`src/include/ccrs_pkg.sv`:
```
// Constants and types for the processor clock, ready and reset block.
// Assumes a single 125 MHz ref_clk and Avalon-MM register access.
// Function
// - Reset output is inverted request, clocked
// - Source select: crystal low, external high
// - Processor clock is source divided by three
// - Peripheral clock is processor clock halved
// - Oscillator output always follows the crystal
// - Sync mode low double, high single
// - Double mode: high passes both stages
// - Double mode: low bypasses first stage
// - Single mode: second stage only, falling edge
// - Each ready honoured only while qualified
// - Phase sync holds divider, clock high
// - Peripheral clock has 50% duty
`default_nettype none

package ccrs_pkg;

  localparam int unsigned CCRS_ADDR_W = 4;
  localparam int unsigned CCRS_DATA_W = 32;

  // Byte addresses of the two registers
  localparam logic [3:0] CCRS_CTRL_ADDR = 4'h0;
  localparam logic [3:0] CCRS_STAT_ADDR = 4'h4;

  // Control register fields
  localparam int unsigned CCRS_CTRL_SRC_BIT = 0;
  localparam int unsigned CCRS_CTRL_MODE_BIT = 1;
  localparam int unsigned CCRS_CTRL_PSYNC_BIT = 2;
  // Sync mode resets high, as the pulled-up pin would read
  localparam logic [2:0] CCRS_CTRL_RESET = 3'h2;

  // Status register fields
  localparam int unsigned CCRS_STAT_PROC_BIT = 0;
  localparam int unsigned CCRS_STAT_PERIPH_BIT = 1;
  localparam int unsigned CCRS_STAT_READY_BIT = 2;
  localparam int unsigned CCRS_STAT_RESET_BIT = 3;
  localparam int unsigned CCRS_STAT_FIRST_BIT = 4;

  // Divider phases
  localparam logic [1:0] CCRS_DIV_HIGH = 2'h0;
  localparam logic [1:0] CCRS_DIV_LAST = 2'h2;

  typedef struct packed {
    logic [1:0] bus_ready_in;
    logic [1:0] ready_qualify_n;
  } ccrs_ready_s;

endpackage : ccrs_pkg

`default_nettype wire

```
`src/rtl/ccrs_clock_ready_reset.sv`:
```
// Processor clock divider, peripheral clock, ready and reset synchroniser.
// Source clock pins are sampled as ordinary inputs of ref_clk, so they must
// run well below half the ref_clk rate.
//
// Local design decisions: the placing of the registers and the Avalon-MM slave port.
`default_nettype none

module ccrs_clock_ready_reset
  import ccrs_pkg::*;
(
  input wire logic ref_clk,
  input wire logic nrst,
  input wire logic [CCRS_ADDR_W-1:0] avs_address,
  input wire logic avs_read,
  input wire logic avs_write,
  input wire logic [3:0] avs_byteenable,
  input wire logic [CCRS_DATA_W-1:0] avs_writedata,
  output logic [CCRS_DATA_W-1:0] avs_readdata,
  output logic avs_waitrequest,
  input wire logic crystal_pin_a,
  output logic crystal_pin_b,
  input wire logic external_clock_in,
  input wire logic reset_request_n,
  input wire ccrs_ready_s ready_in,
  output logic oscillator_out,
  output logic proc_clock_out,
  output logic peripheral_clock,
  output logic ready_out,
  output logic system_reset_out
);

  function automatic logic ready_level(input ccrs_ready_s r);
    ready_level = (r.bus_ready_in[0] & ~r.ready_qualify_n[0])
                | (r.bus_ready_in[1] & ~r.ready_qualify_n[1]);
  endfunction : ready_level

  ////////////////////////////////////////////////////////////////////////
  // Register bus

  logic [2:0] ctrl_q, ctrl_d;
  logic wait_q, wait_d;
  logic [CCRS_DATA_W-1:0] rdata_q, rdata_d;
  logic clock_source_select, ready_sync_mode_n, clock_phase_sync;
  logic first_stage_flop_q, first_stage_flop_d;
  logic src_q, src_d, div_rise;
  logic [1:0] div_q, div_d;
  logic proc_q, proc_d, periph_q, periph_d;
  logic ready_q, ready_d, rst_out_q, rst_out_d;
  logic osc_q, xb_q;
  logic proc_rise_ev, proc_fall_ev, rdy_lvl;

  assign clock_source_select = ctrl_q[CCRS_CTRL_SRC_BIT];
  assign ready_sync_mode_n = ctrl_q[CCRS_CTRL_MODE_BIT];
  assign clock_phase_sync = ctrl_q[CCRS_CTRL_PSYNC_BIT];

  always_comb
  begin
    ctrl_d = ctrl_q;
    rdata_d = rdata_q;
    // One wait cycle, then a single cycle with waitrequest low
    wait_d = ~((avs_read | avs_write) & wait_q);
    if (wait_q && avs_read)
    begin
      if (avs_address == CCRS_CTRL_ADDR)
      begin
        rdata_d = {29'h0000000, ctrl_q};
      end
      else if (avs_address == CCRS_STAT_ADDR)
      begin
        rdata_d = {27'h0000000, first_stage_flop_q, rst_out_q, ready_q,
                   periph_q, proc_q};
      end
      else
      begin
        rdata_d = 32'h00000000;
      end
    end
    if (!wait_q && avs_write && avs_byteenable[0])
    begin
      if (avs_address == CCRS_CTRL_ADDR)
      begin
        ctrl_d = avs_writedata[2:0];
      end
    end
  end

  always_ff @(posedge ref_clk or negedge nrst)
  begin
    if (!nrst)
    begin
      ctrl_q <= CCRS_CTRL_RESET;
      wait_q <= 1'b1;
      rdata_q <= 32'h00000000;
    end
    else
    begin
      ctrl_q <= ctrl_d;
      wait_q <= wait_d;
      rdata_q <= rdata_d;
    end
  end

  ////////////////////////////////////////////////////////////////////////
  // Clock divider

  always_comb
  begin
    src_d = clock_source_select ? external_clock_in : crystal_pin_a;
    div_rise = src_d & ~src_q;
    div_d = div_q;
    proc_d = proc_q;
    if (clock_phase_sync)
    begin
      div_d = CCRS_DIV_HIGH;
      proc_d = 1'b1;
    end
    else if (div_rise)
    begin
      div_d = (div_q == CCRS_DIV_LAST) ? CCRS_DIV_HIGH : div_q + 2'h1;
      proc_d = (div_d == CCRS_DIV_HIGH);
    end
    proc_rise_ev = proc_d & ~proc_q;
    proc_fall_ev = ~proc_d & proc_q;
    rdy_lvl = ready_level(ready_in);
    periph_d = periph_q;
    if (clock_phase_sync)
    begin
      periph_d = 1'b1;
    end
    else if (proc_fall_ev)
    begin
      periph_d = ~periph_q;
    end
    first_stage_flop_d = proc_rise_ev ? rdy_lvl : first_stage_flop_q;
    ready_d = ready_q;
    rst_out_d = rst_out_q;
    if (proc_fall_ev)
    begin
      // Low level skips the first stage, so ready drops fast
      ready_d = ready_sync_mode_n ? rdy_lvl
                                  : rdy_lvl & first_stage_flop_q;
      rst_out_d = ~reset_request_n;
    end
  end

  always_ff @(posedge ref_clk or negedge nrst)
  begin
    if (!nrst)
    begin
      src_q <= 1'b0;
      div_q <= CCRS_DIV_HIGH;
      proc_q <= 1'b1;
      periph_q <= 1'b1;
      first_stage_flop_q <= 1'b0;
      ready_q <= 1'b0;
      rst_out_q <= 1'b1;
      osc_q <= 1'b0;
      xb_q <= 1'b1;
    end
    else
    begin
      src_q <= src_d;
      div_q <= div_d;
      proc_q <= proc_d;
      periph_q <= periph_d;
      first_stage_flop_q <= first_stage_flop_d;
      ready_q <= ready_d;
      rst_out_q <= rst_out_d;
      osc_q <= crystal_pin_a;
      xb_q <= ~crystal_pin_a;
    end
  end

  assign avs_readdata = rdata_q;
  assign avs_waitrequest = wait_q;
  assign crystal_pin_b = xb_q;
  assign oscillator_out = osc_q;
  assign proc_clock_out = proc_q;
  assign peripheral_clock = periph_q;
  assign ready_out = ready_q;
  assign system_reset_out = rst_out_q;
endmodule : ccrs_clock_ready_reset

`default_nettype wire

```
`config.mk`:
```
export PLATFORM = sky130hd
export DESIGN_NAME = ccrs_clock_ready_reset
export DESIGN_NICKNAME = d
export VERILOG_FILES = /design/src/include/ccrs_pkg.sv /design/src/rtl/ccrs_clock_ready_reset.sv
export SDC_FILE = /design/constraint.sdc
export NUM_CORES = 1
export LEC_CHECK = 0
export BUFFER_PORTS_ARGS = -buffer_cell sky130_fd_sc_hd__buf_2
export CORE_ASPECT_RATIO = 2
export CORE_MARGIN = 3
export CORE_UTILIZATION = 41
export DETAILED_ROUTE_END_ITERATION = 8
export PLACE_DENSITY = 0.87
export SYNTH_ARGS = -nofsm -noshare
export SYNTH_HDL_FRONTEND = slang
export SYNTH_SLANG_ARGS = --single-unit
export TNS_END_PERCENT = 100
```
`constraint.sdc`:
```
create_clock -name ref_clk -period 3.6 [get_ports ref_clk]
set_input_delay 0.36 -clock ref_clk [delete_from_list [all_inputs] [get_ports ref_clk]]
set_output_delay 0.36 -clock ref_clk [all_outputs]
set_load 0.005 [all_outputs]
```
Yosys cells after proc, flatten, opt, wreduce, memory -nomap -nowiden
Index checks and enable logic that the tools add are counted.
Widths: inputs -> output; s select.

operators by class
  bitwise logic cells = 18
  muxes and demuxes = 11
  reduce and logical (&&, ||, !) cells = 9
  $add $sub $neg = 1
  equal/unequal tests = 2

operators with widths
  operator             count
  $mux 5               2
  $not 1->1            9
  $and 1x1->1          7
  $mux 1               6
  $mux 2               3
  $eq 4x3->1 const B   1
  $logic_not 4->1      1
  $reduce_bool 2->1    2
  $logic_and 1x1->1    3
  $add 2x1->2 const B  1
  $eq 2x2->1 const B   1
  $logic_not 2->1      1
  $or 1x1->1           2
  $reduce_and 2->1     1
  $logic_not 1->1      1

word-level totals
  input bits = 51
  bits in registers = 46
  output and inout bits = 39
  logic and storage cells = 53

Longest topological paths before layout
  word-level depth = 9
  mapped depth = 4
  depth with buffers taken out = 4

Worst setup path before layout
OpenSTA, ideal clock, no wires.

  path type = register to register
  from = register ctrl_q[0]
  to = register first_stage_flop_q
  path slack = 2180 ps
  period minus slack after synthesis = 1420 ps
  data arrival time = 1293 ps
  library setup time = 127 ps
  path buffers = 0
  data required time = 3473 ps
  cell stages (with the launch flop) = 5
  cells stage by stage = dfrtp_1 mux2i_2 inv_2 a21oi_2 mux2_1

between the ends
  cells in the longest elaborated chain, start to end = 5

ends and longest elaborated chain
  element                 RTL line                       RTL
  from (decl)             ccrs_clock_ready_reset.sv:40   logic [2:0] ctrl_q, ctrl_d;
  from (signal assigned)  ccrs_clock_ready_reset.sv:97   ctrl_q <= ctrl_d;
  $mux 1                  ccrs_clock_ready_reset.sv:108  src_d = clock_source_select ? external_clock_in : crystal_pin_a;
  named net src_d         ccrs_clock_ready_reset.sv:45   logic src_q, src_d, div_rise;
  $and 1x1->1             ccrs_clock_ready_reset.sv:109  div_rise = src_d & ~src_q;
  $mux 1                  ccrs_clock_ready_reset.sv:117  else if (div_rise)
  $mux 1                  ccrs_clock_ready_reset.sv:112  if (clock_phase_sync)
  $and 1x1->1             ccrs_clock_ready_reset.sv:122  proc_rise_ev = proc_d & ~proc_q;
  to (signal assigned)    ccrs_clock_ready_reset.sv:166  first_stage_flop_q <= first_stage_flop_d;
  to (decl)               ccrs_clock_ready_reset.sv:44   logic first_stage_flop_q, first_stage_flop_d;

The timed path passes the listed nets, and every way through them passes these cells.
A chain may end at the register's enable or synchronous reset.

Worst setup path in the final report
Same ends and word-level chain as after synthesis.

==> results.sh <==
export IMPL_status="finished clean"
export IMPL_grt_max_degree=20
export IMPL_syn_mean_instance_area_sq_um=10.4
export IMPL_cts_made_buffers=3
export IMPL_die_w_microns=42.1
export IMPL_p_sw_frac=0.308
export IMPL_tightest_slew_ns=0.506
export IMPL_slew_viol_final=0
export IMPL_maxCapViolCount=0
export IMPL_first_global_vias=742
export IMPL_ctsHoldBuffers=0
export IMPL_synthTopCellsByCount="27 x buf_4, 13 x dfrtp_1, 9 x nand2_1"
export IMPL_start_util=0.443
export IMPL_via_per_inst=4.69
export IMPL_synth_area_leader_cell="dfrtp_1"
export IMPL_place_gp_congestion=0.761
export IMPL_cp_buffers_inverters=1
export IMPL_p_switching_uw=193
export IMPL_cts_root_buf="clkbuf_8"
export IMPL_tritoncts="yes"
export IMPL_hpwlAfterDp_microns=1680
export IMPL_power_frac_seq=0.523
export IMPL_drive_gt1_frac=0.343
export IMPL_cts_resized=0
export IMPL_intPower_uw=434
export IMPL_vias=755
export IMPL_slew_headroom=0.656
export IMPL_grt_overflow=0
export IMPL_netlist_area_sq_mm=0.00107
export IMPL_critPathKind="reg -> reg"
export IMPL_pwr_share_clk=0.229
export IMPL_p_total_uw=627
export IMPL_cp_max_fo=8
export IMPL_fmax_ghz=0.628
export IMPL_cts_sinks=19
export IMPL_synth_seq_cells=19
export IMPL_met2_usage=0.242
export IMPL_startpoint_type="flop"
export IMPL_post_cts_buffers=0
export IMPL_row_count=25
export IMPL_hold_violations=0
export IMPL_area_growth_pct=10.8
export IMPL_htree_levels=1
export IMPL_grt_pass1_wl_microns=3130
export IMPL_rsz0062_at_grt="no"
export IMPL_antenna_found_initial=0
export IMPL_coreArea_sq_mm=0.00241
export IMPL_cp_cell_sequence="mux2i_2 -> inv_2 -> a21oi_2 -> mux2_1"
export IMPL_drt_pass1_iter_count=4
export IMPL_setup_violations=0
export IMPL_clk_latency_ns=0.25
export IMPL_groute_layer_met3_usage=0.0390
export IMPL_p_leak_uw=0.000604
export IMPL_grt_busiest_layer="met2"
export IMPL_num_io_pins=90
export IMPL_die_h_microns=78.2
export IMPL_seq_area_frac_synth=0.453
export IMPL_ir_drop_mv=0.274
export IMPL_end_kind="flop"
export IMPL_synthCells=103
export IMPL_synth_edff_count=0
export IMPL_power_density_mw_per_mm2=530
export IMPL_fin_skew_ns=0.00259
export IMPL_synthFlopType="dfrtp_1"
export IMPL_wire_per_inst_microns=12.3
export IMPL_detail_route_drc_violations=0
export IMPL_clockBufferDepth=2
export IMPL_drt_wl_total_microns=1990
export IMPL_combPwrFrac=0.248
export IMPL_grtUsageTotal=0.124
export IMPL_cpPeakStageDelay_ns=0.50
export IMPL_clkSlewWorstSetupHoldPaths_ns=0.07
export IMPL_yosys_warnings=0
export IMPL_nets=186
export IMPL_gr_usage_met1=0.101
export IMPL_hold_class="in -> async"
export IMPL_cp_slowest_cell="mux2i_2"
export IMPL_ant_nets=0
export IMPL_yosys_top_cells_area="dfrtp_1 30%, buf_4 19%, dfstp_2 15%, mux2i_1 3.8%, nand2_1 3.2%"
export IMPL_crit_required_ns=3.74
export IMPL_antennaDiodeCount=0
export IMPL_synth_async_sr_flop_share=1.00
export IMPL_yosysTopAreaCellShare=0.305
export IMPL_portBuffers=30
export IMPL_ys_types=30
export IMPL_min_period_over_period=0.442
export IMPL_critPathTopFamily="multiplexers"
export IMPL_fin_crit_ns=1.59
export IMPL_cp_arrival_ns=1.73
export IMPL_tns_ns=0
export IMPL_die_area_sq_mm=0.00329
export IMPL_drtIter0Drc=3
export IMPL_synthMostInstantiatedCell="buf_4"
worst paths after layout:
path	startpoint	endpoint	slack [ns]	cells after the start
min in group ref_clk	crystal_pin_a	oscillator_out	0.26	1
max in group asynchronous	nrst	crystal_pin_b	3.23	1
worst max-delay path	ctrl_q[0]	first_stage_flop_q	2.01	4
worst min-delay path	nrst	avs_readdata[3]	0.03	1
worst min register to register	avs_readdata[3]	avs_readdata[3]	0.47	2
worst max register to register	ctrl_q[0]	first_stage_flop_q	2.01	4
flip-flops by register name, indices dropped and copies added, names as in the netlist:
name                flops
crystal_pin_b           1
avs_waitrequest         1
first_stage_flop_q      1
proc_clock_out          1
oscillator_out          1
avs_readdata            5
div_q                   2
ready_out               1
peripheral_clock        1
system_reset_out        1
src_q                   1
ctrl_q                  3
worst reg2reg max path: stages, from the launching register on:
cell     delay (ns)
dfrtp_1        0.40
mux2i_2        0.50
inv_2          0.12
a21oi_2        0.15
mux2_1         0.32
layout make-up:
cell class	count	area, sq um
clock buffer	4	45.0
fill	224	1230
inverter	4	15.0
multi-input combinational	77	455
sequential	19	483
tap	27	33.8
timing repair buffer	30	150
kinds of logic (layout without fill, tap and decap cells):
| logic type | Yosys count | count (layout) | share of synthesized area |
|---|---|---|---|
| AOI/OAI and AO/OA | 15 | 15 | 0.0844 |
| buffers and inverters | 33 | 38 | 0.212 |
| DFF | 19 | 19 | 0.453 |
| muxes | 10 | 10 | 0.103 |
| other | 1 | 27 | 0.00351 |
| and+or+nand+nor | 25 | 25 | 0.144 |
metal layers:
| metal | up-vias | wire length [microns] |
|---|---|---|
| met5 | - | 0 |
| met4 | 0 | 59 |
| met3 | 8 | 226 |
| met2 | 45 | 1110 |
| met1 | 343 | 587 |
| li1 | 359 | - |
placed cells by master, fill, tap and decap left out, drive strengths merged:
cell / n
buf: 30
conb: 27
dfrtp: 13
nand2: 9
o21ai: 6
dfstp: 6
mux2i: 5
mux2: 5
o31ai: 4
inv: 4
a21oi: 4
clkbuf: 4
nand2b: 3
or4: 2
nand3: 2
a31oi: 1
nand3b: 1
nor2: 1
nor4: 1
or3: 1
nor3: 1
nor4bb: 1
nor3b: 1
nor2b: 1
nand4b: 1
through the flow:
step           utilization  instance area [sq um]  setup slack [ns]  hold slack, ns  std cells
2_1_floorplan            -                   1160              2.18          0.0644        129
3_3_place_gp         0.472                   1140              2.01           0.305        157
3_5_place_dp         0.472                   1140              1.99           0.316        157
4_1_cts              0.491                   1180              2.00          0.0422        161
5_1_grt              0.491                   1180              1.92          0.0622        161
6_report             0.491                   1180              2.01          0.0342        161
power groups by stage:
stage / clock, uW / sequential (uW) / combinational (uW)
after floorplan: 0 / 321 / 120
after global placement: 0 / 329 / 150
after detailed placement: 0 / 332 / 157
after CTS: 147 / 329 / 158
after global routing: 156 / 336 / 176
final: 144 / 328 / 156
No activity file was read; power rests on OpenSTA's default activity.
